[src/design/lo_cfg.svh]
// Offsets, field positions, reset values and constants for the oscillator control register bank
`ifndef LO_CFG_SVH
`define LO_CFG_SVH

// ********************************************************
// Register indices (byte address is four times the index)
// ********************************************************
`define LO_GEN_RESET_IDX 10'h010
`define LO_GEN_CTRL_IDX 10'h011
`define LO_OFS_CTRL_IDX 10'h012
`define LO_OSC_CTRL_IDX 10'h025
`define LO_OSC_RDBK_IDX 10'hD5

// ********************************************************
// Bus shape
// ********************************************************
`define LO_ADDR_W 12
`define LO_DATA_W 32
`define LO_REG_W 8
`define LO_ALIGN_OK 2'h0
`define LO_RDATA_ZERO 32'h0000_0000
`define LO_UPPER_ZERO 24'h00_0000

// ********************************************************
// Reset values and field positions
// ********************************************************
`define LO_OSC_RESET 8'h00
`define LO_GEN_RESET 8'h00
`define LO_OFS_RESET 8'h00
`define LO_GEN_OSC_EN_BIT 3
`define LO_OFS_RANGE_DBL_BIT 2

// ********************************************************
// Transmit LO division factors
// ********************************************************
`define LO_DIV_FACTOR_1 3'h1
`define LO_DIV_FACTOR_2 3'h2
`define LO_DIV_FACTOR_4 3'h4
`define LO_DIV_FACTOR_6 3'h6

`endif

[src/design/lo_pkg.sv]
// Types shared by the oscillator control register bank
package lo_pkg;

  typedef enum logic [1:0] {
    TX_DIV_2 = 2'h0,
    TX_DIV_4 = 2'h1,
    TX_DIV_6 = 2'h2,
    TX_DIV_1 = 2'h3
  } tx_div_t;

  typedef enum logic [1:0] {
    NR_MAXIMUM = 2'h0,
    NR_MID_HIGH = 2'h1,
    NR_MID_LOW = 2'h2,
    NR_MINIMUM = 2'h3
  } nr_level_t;

  // Bit order matches the register, bit 7 first
  typedef struct packed {
    logic filter_cal_disable;
    tx_div_t tx_lo_divide_sel;
    logic lo_input_power;
    nr_level_t neg_resistance_level;
    logic nr_amplifier_power;
    logic oscillator_buffer_power;
  } lo_ctrl_t;

  typedef struct packed {
    logic filter_cal_disable;
    tx_div_t tx_lo_divide;
    logic [2:0] tx_lo_divide_factor;
    logic lo_input_power;
    nr_level_t neg_resistance_level;
    logic nr_amplifier_power;
    logic nr_amplifier_bypass;
    logic oscillator_buffer_power;
  } lo_drive_t;

endpackage

[src/design/lo_field_decode.sv]
// Turns the stored oscillator control byte into registered analog control levels
`timescale 1ns/1ns
`include "lo_cfg.svh"

module lo_field_decode
  import lo_pkg::*;
(
  input wire logic clk_i,
  input wire logic reset_i,
  input wire lo_ctrl_t osc_ctrl_i,
  input wire logic enable_i,
  output lo_drive_t drive_o
);

  // ********************************************************
  // Gated fields
  // ********************************************************
  // With the section disabled every field falls to its zero code
  wire lo_ctrl_t gated_ctrl = enable_i ? osc_ctrl_i : lo_ctrl_t'(`LO_OSC_RESET);

  logic [2:0] factor_sel;
  always_comb begin
    unique case (gated_ctrl.tx_lo_divide_sel)
      TX_DIV_2: factor_sel = `LO_DIV_FACTOR_2;
      TX_DIV_4: factor_sel = `LO_DIV_FACTOR_4;
      TX_DIV_6: factor_sel = `LO_DIV_FACTOR_6;
      TX_DIV_1: factor_sel = `LO_DIV_FACTOR_1;
    endcase
  end

  lo_drive_t drive_nxt;
  always_comb begin
    drive_nxt.filter_cal_disable = gated_ctrl.filter_cal_disable;
    drive_nxt.tx_lo_divide = gated_ctrl.tx_lo_divide_sel;
    drive_nxt.tx_lo_divide_factor = factor_sel;
    drive_nxt.lo_input_power = gated_ctrl.lo_input_power;
    drive_nxt.neg_resistance_level = gated_ctrl.neg_resistance_level;
    drive_nxt.nr_amplifier_power = gated_ctrl.nr_amplifier_power;
    drive_nxt.nr_amplifier_bypass = ~gated_ctrl.nr_amplifier_power;
    drive_nxt.oscillator_buffer_power = gated_ctrl.oscillator_buffer_power;
  end

  // ********************************************************
  // Output flops
  // ********************************************************
  // Registered so the analog controls never see decode glitches
  lo_drive_t drive_r;
  always_ff @(posedge clk_i) begin
    if (reset_i) begin
      drive_r <= '{filter_cal_disable: 1'h0, tx_lo_divide: TX_DIV_2, tx_lo_divide_factor: `LO_DIV_FACTOR_2,
                   lo_input_power: 1'h0, neg_resistance_level: NR_MAXIMUM, nr_amplifier_power: 1'h0,
                   nr_amplifier_bypass: 1'h1, oscillator_buffer_power: 1'h0};
    end else begin
      drive_r <= drive_nxt;
    end
  end

  assign drive_o = drive_r;

endmodule // lo_field_decode

[src/design/vco_lo_control_register.sv]
// APB register bank for the oscillator and LO control of a direct-conversion receiver
//
// Functional notes
// Oscillator fields act only while general control bit 3 is one.
// General reset command clears the whole oscillator control register.
// Eight-bit write-only register, separate read-only location returns last value written.
// Top bit one disables filter calibration; zero keeps it active.
// Divider bits: 00 by two, 01 by four, 10 by six, 11 undivided.
// Bits 4, 1, 0 power LO input, NR amplifier, buffer when one.
// NR amplifier disabled means it is bypassed for an external LO.
// Software should not enable LO input and oscillator together; not enforced.
// NR level: 00 maximum, 01 and 10 intermediate, 11 minimum.
// Offset control bit 2 enlarges the dc offset correction range.
// One write updates all six fields; readback returns that byte next read.
`timescale 1ns/1ns
`include "lo_cfg.svh"

module vco_lo_control_register
  import lo_pkg::*;
(
  input wire logic clk_i,
  input wire logic reset_i,
  input wire logic psel_i,
  input wire logic penable_i,
  input wire logic pwrite_i,
  input wire logic [`LO_ADDR_W-1:0] paddr_i,
  input wire logic [`LO_DATA_W-1:0] pwdata_i,
  output logic [`LO_DATA_W-1:0] prdata_o,
  output logic pready_o,
  output logic pslverr_o,
  output lo_drive_t lo_drive_o,
  output logic osc_section_enable_o,
  output logic offset_range_double_o
);

  // ********************************************************
  // APB phase and address decode
  // ********************************************************
  wire apb_setup = psel_i & ~penable_i;
  wire apb_access = psel_i & penable_i;
  wire [9:0] word_idx = paddr_i[`LO_ADDR_W-1:2];
  wire addr_aligned = (paddr_i[1:0] == `LO_ALIGN_OK);

  wire hit_gen_reset = addr_aligned & (word_idx == `LO_GEN_RESET_IDX);
  wire hit_gen_ctrl = addr_aligned & (word_idx == `LO_GEN_CTRL_IDX);
  wire hit_ofs_ctrl = addr_aligned & (word_idx == `LO_OFS_CTRL_IDX);
  wire hit_osc_ctrl = addr_aligned & (word_idx == `LO_OSC_CTRL_IDX);
  wire hit_osc_rdbk = addr_aligned & (word_idx == `LO_OSC_RDBK_IDX);
  wire hit_any = hit_gen_reset | hit_gen_ctrl | hit_ofs_ctrl | hit_osc_ctrl | hit_osc_rdbk;

  // Read data is captured in the setup cycle, so the access phase can close at once
  assign pready_o = 1'h1;
  assign pslverr_o = apb_access & ~hit_any;

  wire wr_fire = apb_access & pwrite_i;
  wire wr_gen_reset = wr_fire & hit_gen_reset;
  wire wr_gen_ctrl = wr_fire & hit_gen_ctrl;
  wire wr_ofs_ctrl = wr_fire & hit_ofs_ctrl;
  wire wr_osc_ctrl = wr_fire & hit_osc_ctrl;
  wire [`LO_REG_W-1:0] wr_byte = pwdata_i[`LO_REG_W-1:0];

  // ********************************************************
  // Registers
  // ********************************************************
  logic [`LO_REG_W-1:0] gen_ctrl_r;
  logic [`LO_REG_W-1:0] gen_ctrl_nxt;
  logic [`LO_REG_W-1:0] ofs_ctrl_r;
  logic [`LO_REG_W-1:0] ofs_ctrl_nxt;
  lo_ctrl_t osc_ctrl_r;
  lo_ctrl_t osc_ctrl_nxt;

  // The reset command clears every control register, not only the oscillator one
  assign gen_ctrl_nxt = wr_gen_reset ? `LO_GEN_RESET : (wr_gen_ctrl ? wr_byte : gen_ctrl_r);
  assign ofs_ctrl_nxt = wr_gen_reset ? `LO_OFS_RESET : (wr_ofs_ctrl ? wr_byte : ofs_ctrl_r);
  // Whole byte is loaded at once, never field by field
  assign osc_ctrl_nxt = wr_gen_reset ? lo_ctrl_t'(`LO_OSC_RESET) :
                        (wr_osc_ctrl ? lo_ctrl_t'(wr_byte) : osc_ctrl_r);

  always_ff @(posedge clk_i) begin
    if (reset_i) begin
      gen_ctrl_r <= `LO_GEN_RESET;
      ofs_ctrl_r <= `LO_OFS_RESET;
      osc_ctrl_r <= lo_ctrl_t'(`LO_OSC_RESET);
    end else begin
      gen_ctrl_r <= gen_ctrl_nxt;
      ofs_ctrl_r <= ofs_ctrl_nxt;
      osc_ctrl_r <= osc_ctrl_nxt;
    end
  end

  // ********************************************************
  // Read path
  // ********************************************************
  // The control location itself is write-only and reads as zero
  wire [`LO_REG_W-1:0] rd_byte = hit_osc_rdbk ? osc_ctrl_r :
                                 hit_gen_ctrl ? gen_ctrl_r :
                                 hit_ofs_ctrl ? ofs_ctrl_r : `LO_OSC_RESET;
  wire rd_capture = apb_setup & ~pwrite_i;

  logic [`LO_DATA_W-1:0] prdata_r;
  logic [`LO_DATA_W-1:0] prdata_nxt;
  assign prdata_nxt = rd_capture ? {`LO_UPPER_ZERO, rd_byte} : prdata_r;

  always_ff @(posedge clk_i) begin
    if (reset_i) begin
      prdata_r <= `LO_RDATA_ZERO;
    end else begin
      prdata_r <= prdata_nxt;
    end
  end

  assign prdata_o = prdata_r;

  // ********************************************************
  // Analog control outputs
  // ********************************************************
  wire osc_enable = gen_ctrl_r[`LO_GEN_OSC_EN_BIT];

  logic osc_enable_r;
  logic range_double_r;
  always_ff @(posedge clk_i) begin
    if (reset_i) begin
      osc_enable_r <= 1'h0;
      range_double_r <= 1'h0;
    end else begin
      osc_enable_r <= osc_enable;
      range_double_r <= ofs_ctrl_r[`LO_OFS_RANGE_DBL_BIT];
    end
  end

  assign osc_section_enable_o = osc_enable_r;
  assign offset_range_double_o = range_double_r;

  // Both LO input and oscillator may be powered at once; software is trusted to avoid it
  lo_field_decode u_decode (
    .clk_i(clk_i),
    .reset_i(reset_i),
    .osc_ctrl_i(osc_ctrl_r),
    .enable_i(osc_enable),
    .drive_o(lo_drive_o)
  );
endmodule // vco_lo_control_register

[config.mk]
export PLATFORM = sky130hd
export DESIGN_NAME = vco_lo_control_register
export DESIGN_NICKNAME = d
export VERILOG_FILES = /design/src/design/lo_pkg.sv /design/src/design/lo_field_decode.sv /design/src/design/vco_lo_control_register.sv
export VERILOG_INCLUDE_DIRS = /design/src /design/src/design
export SDC_FILE = /design/constraint.sdc
export NUM_CORES = 1
export LEC_CHECK = 0
export BUFFER_PORTS_ARGS = -buffer_cell sky130_fd_sc_hd__buf_4
export CORE_MARGIN = 10
export CORE_UTILIZATION = 39
export CTS_CLUSTER_SIZE = 14
export DETAILED_ROUTE_END_ITERATION = 6
export GPL_ROUTABILITY_DRIVEN = 0
export PLACE_DENSITY_LB_ADDON = 0.15
export SYNTH_ARGS = -nofsm -noshare
export SYNTH_HDL_FRONTEND = slang
export SYNTH_SLANG_ARGS = --single-unit
[constraint.sdc]
create_clock -name clk_i -period 1.4 [get_ports clk_i]
set_input_delay 0.14 -clock clk_i [delete_from_list [all_inputs] [get_ports clk_i]]
set_output_delay 0.14 -clock clk_i [all_outputs]
set_load 0.005 [all_outputs]
==> out/qor.yml, run 1 <==
grt:
  antenna_found_initial: 0
  grt_use_total_pct: 11.2
  grt_pass1_vias: 1690
  grt_overflow_total: 0
  grt_pass1_wl_um: 8190
  grt_max_degree: 25
synth:
  yosysTopAreaCell: "dfxtp_1"
  ys.flop_type: "dfxtp_1"
  async_flop_share_pct: 0
  synth-seq-area-share_pct: 42.3
  yosys-top-cells-area: "dfxtp_1 42%, buf_4 9.0%, a21oi_1 5.5%"
  synth_cell_type_count: 40
  yosysMostFrequentCell: "dfxtp_1"
  synth_enable_flop_cells: 0
  yosys_warnings: 0
  ys_top_cells_by_count: "46 x dfxtp_1, 26 x buf_4, 24 x a21oi_1"
  synth_top_area_share_pct: 42.3
  ys_ff_latch: 46
  syn_area_mm2: 0.00218
  synth_area_per_cell_um2: 9.26
  netlist_instances: 235
sta:
  rsz0062_at_grt: "no"
  slew_viol_final: 0
  fin_crit_ns: 1.29
  clock_skew_ns: 0.00481
  final-setup-viol-count: 0
  hold_slack_ns: 0.0569
  setup_slack_ns: 0.111
  finalHoldViolCount: 0
  period_share_pct: 92.1
  fmax_mhz: 776
critical_path:
  cp.required_ns: 1.26
  cpMostUsedCell: "buf_4"
  crit_fanout: 2
  path_delay_family: "simple AND/OR/NAND/NOR gates"
  crit_buf_inv: 2
  worstSetupStartpointType: "primary input"
  arrival_ns: 1.15
  cp_slowest_stage_delay_ns: 0.53
  crit_chain: "buf_4 -> or4_4 -> nor2_4 -> a31oi_1 -> buf_4"
  cpMaxStageDelayCell: "or4_4"
  end_kind: "output port"
  path_class: "primary input to output port"
clocking:
  cts_root_buf: "clkbuf_8"
  clock_latency_ns: 0.30
  path_clk_slew_ns: 0.08
  clock-sinks: 46
  cts_buffers: 5
  cts_max_path_buffers: 2
  holdBufCountCts: 0
  cts_tree: "done"
  cts-htree-levels: 2
  postCtsSetupRepairBufs: 0
  cts_resized: 0
die:
  std_cell_rows: 27
  pin_count: 97
  core_region_area_mm2: 0.00547
  dieArea_mm2: 0.00897
  die-width_um: 94.7
  initial_utilization_pct: 39.8
  die_h_um: 94.7
place:
  placedCellCount: 356
  port_buffers: 47
  hpwlAfterDp_um: 3970
  post-place-ws_ns: -0.0459
finish:
  final_nets: 341
  area_growth_pct: 22.7
  final_cell_count_no_fill: 364
  num_antenna_cells: 0
  drive_above_1_share_pct: 28.8
route:
  via_per_inst: 4.61
  routed_wl_um: 5060
  antenna_left: 0
  via_count: 1679
  drt-initial-drc-count: 75
  drcViolationCount: 0
  drtPass1Iterations: 4
  wl_per_cell_um: 13.9
flow_run:
  maxCapViolCount: 0
power_and_ir_drop:
  power_density_mw_per_mm2: 932
  ir_drop_mv: 0.512
  seqPwrFrac_pct: 52.5
  power_frac_clock_pct: 39.5
  swShare_pct: 22.2
  power_uw: 2490
  combPwrFrac_pct: 8.0
  p_leak_uw: 0.00118
  internal-power_uw: 1940
  p_sw_uw: 553
min_path:
  holdCritPathClass: "primary input to register"
run_status:
  outcome: "finished clean"
## placed cells by master, fill, tap and decap left out, types with 2 or more instances in the layout
master     synthesis  final
o31ai_1            7      7
inv_1              2      2
nor2_1            18     18
o21ai_0            8      8
nand2_1           20     20
buf_4             26     61
a21oi_1           24     24
and2_1            12     12
mux2i_1            8      8
nand3_1           16     16
a2bb2oi_1          8      8
dfxtp_1           46     46
and4bb_2           3      3
clkbuf_8           0      5
conb_1             2     25
nor2b_1            4      4
## sequential cells by signal (all words and copies together), names as in the netlist
| register | flops |
|---|---|
| u_decode.drive_o | 12 |
| offset_range_double_o | 1 |
| osc_ctrl_r | 8 |
| prdata_o | 8 |
| gen_ctrl_r | 8 |
| ofs_ctrl_r | 8 |
| osc_section_enable_o | 1 |
## per-stage QoR
step,setup TNS [ns],util [%],area (µm²)
6_report,0,48.8,2670
5_1_grt,0,48.8,2670
4_1_cts,0,48.7,2660
3_5_place_dp,-0.541,46.6,2550
3_3_place_gp,-0.514,46.6,2550
2_1_floorplan,0,-,2260
## layer usage
metal / GRT usage, % / vias to the layer above / part of all wire (%)
met3: 3.81 / 8 / 6.9
met1: 14.6 / 741 / 48
met5: 0 / - / 0
met4: 3.74 / 0 / 1.2
met2: 16.8 / 48 / 44
li1: - / 882 / -
## worst reg2reg max path, delay by kind of cell, from the launching register on
kind	cells	cell delay [ns]
flops	1	0.40
simple gates	2	0.59
buf+inv	1	0.04
## power groups by stage
stage	Sequential (µW)	Clock [µW]	Combinational, µW
2_1_floorplan	1340	0	136
3_3_place_gp	1340	0	193
3_5_place_dp	1340	0	193
4_1_cts	1310	1010	194
5_1_grt	1310	1060	218
6_report	1310	984	198
## area by class of cell
type	count	area (µm²)
multi-input combinational	174	1060
timing repair buffer	62	478
tap	72	90.1
clock inverter	3	43.8
fill	542	2800
sequential	46	921
inverter	2	7.51
clock buffer	5	68.8
## logic make-up (layout without fill, tap and decap cells)
logic type      Yosys count  after routing  synth area share [%]
simple gates             89             89                  24.8
compound gates           51             51                  15.1
flops                    46             46                  42.3
buf+inv                  38             72                  13.2
mux                       8              8                  3.68
other cells               2             25                 0.345
fa+ha+maj                 1              1                 0.575
## worst paths after layout
check	slack [ns]	endpoint	cells past startpoint	startpoint
worst min-delay path	0.06	u_decode.drive_o[8]	2	reset_i
worst max-delay path	0.11	pslverr_o	5	paddr_i[10]
worst min register to register	0.46	prdata_o[6]	2	prdata_o[6]
worst max register to register	0.29	u_decode.drive_o[7]	3	gen_ctrl_r[3]
Note: power is estimated with default switching activity, not from simulation.
==> inputs of run 2 (changes only) <==
--- a/config.mk
+++ b/config.mk
@@ -10,3 +10,3 @@
 export CORE_MARGIN = 10
-export CORE_UTILIZATION = 39
+export CORE_UTILIZATION = 45
 export CTS_CLUSTER_SIZE = 14
--- a/constraint.sdc
+++ b/constraint.sdc
@@ -3,2 +3,2 @@
 set_output_delay 0.14 -clock clk_i [all_outputs]
-set_load 0.005 [all_outputs]
+set_load 0.05 [all_outputs]
==> out/qor.yml, run 2 (synthesis results as in run 1) <==
run_status:
  outcome: "finished clean"
sta:
  clock_skew_ns: 0.00728
  hold_slack_ns: 0.0573
  fmax_mhz: 733
  slew_viol_final: 0
  fin_crit_ns: 1.36
  final-setup-viol-count: 0
  rsz0062_at_grt: "no"
  period_share_pct: 97.5
  finalHoldViolCount: 0
finish:
  final_area_mm2: 0.00266
  postLayoutCoreUtil_pct: 56.6
  final_cell_count_no_fill: 346
  final_nets: 341
  area_growth_pct: 22.0
  largest_reg_flops: 12
  num_antenna_cells: 0
  layout_commonest_cell: "buf_4"
  layout_common_cells: "61 x buf_4, 46 x dfxtp_1, 25 x conb_1"
  drive_above_1_share_pct: 29.1
power_and_ir_drop:
  swShare_pct: 26.3
  p_leak_uw: 0.00118
  seqPwrFrac_pct: 49.7
  combPwrFrac_pct: 12.7
  power_uw: 2630
  internal-power_uw: 1940
  p_sw_uw: 692
  power_frac_clock_pct: 37.6
  ir_drop_mv: 0.517
  power_density_mw_per_mm2: 990
grt:
  grt_overflow_total: 0
  grt_pass1_wl_um: 7980
  grt_use_total_pct: 12.5
  grt_max_degree: 25
  antenna_found_initial: 0
  grt_pass1_vias: 1680
die:
  pin_count: 97
  dieArea_mm2: 0.00802
  initial_utilization_pct: 46.4
  std_cell_rows: 25
  die_h_um: 89.6
  die-width_um: 89.6
  core_region_area_mm2: 0.00469
flow_run:
  maxCapViolCount: 0
clocking:
  holdBufCountCts: 0
  cts_tree: "done"
  cts_max_path_buffers: 2
  clock_latency_ns: 0.30
  cts_buffers: 5
  clock-sinks: 46
  cts-htree-levels: 2
  cts_root_buf: "clkbuf_8"
  path_clk_slew_ns: 0.08
critical_path:
  cp.required_ns: 1.26
  end_kind: "output port"
  path_class: "primary input to output port"
  arrival_ns: 1.22
  worstSetupStartpointType: "primary input"
  crit_fanout: 2
min_path:
  holdCritPathClass: "primary input to register"
place:
  placedCellCount: 338
  placed_cell_area_mm2: 0.00253
  hpwlAfterDp_um: 3870
  port_buffers: 47
route:
  routed_wl_um: 4910
  drtPass1Iterations: 4
  wl_per_cell_um: 14.2
  via_count: 1726
  drt-initial-drc-count: 48
  antenna_left: 0
  drcViolationCount: 0
  via_per_inst: 4.99
==> run 2: cell count changes in the layout (fill, tap and decap cells not counted) <==
cell / change
a31oi_1: -1
a31oi_2: +1
==> run 2: final timing paths <==
kind / start / endpoint / slack [ns] / cells past startpoint
worst max-delay path: paddr_i[10] / pslverr_o / 0.04 / 5
worst min-delay path: reset_i / u_decode.drive_o[6] / 0.06 / 2
worst max register to register: gen_ctrl_r[3] / u_decode.drive_o[7] / 0.28 / 3
worst min register to register: ofs_ctrl_r[6] / ofs_ctrl_r[6] / 0.46 / 2
==> run 2: timing repair <==
| action | in CTS | in global routing |
|---|---|---|
| setup endpoints to repair | 1 | 0 |
| gates resized for setup | 1 | 0 |
| buffers inserted | 0 | 0 |
| endpoints found under the hold margin | 0 | 0 |
==> run 2: layout make-up <==
class,instances,area [µm²]
clock buffers,5,68.8
clock inverters,3,43.8
fillers,443,2040
multi-input cells,174,1070
inverters,2,7.51
flip-flops and latches,46,921
repair buffers,62,478
well taps,54,67.6
==> run 2: metal layers <==
layer	track usage [%]	part of all wire, %
met4	3.47	1.1
met3	3.65	6.6
met2	19.6	46
met1	16.3	46
met5	0	0
==> run 2: power groups by stage <==
stage / Clock (µW) / Sequential, µW / Combinational [µW]
2_1_floorplan: 0 / 1340 / 277
3_3_place_gp: 0 / 1340 / 327
6_report: 988 / 1310 / 333
5_1_grt: 1060 / 1310 / 355
4_1_cts: 1010 / 1310 / 330
3_5_place_dp: 0 / 1340 / 328
==> run 2: worst max-delay path, cell delays in order <==
cell and delay [ns]:
buf_4 0.11, or4_4 0.54, nor2_4 0.14, a31oi_2 0.09
buf_4 0.20
==> run 2: through the flow <==
stage / setup TNS (ns) / worst slack, ns
after floorplan: 0 / 0.165
after global placement: -0.352 / -0.0406
after detailed placement: -0.560 / -0.0663
after CTS: 0 / 0.0281
after global routing: 0 / 0.00444
final: 0 / 0.0355
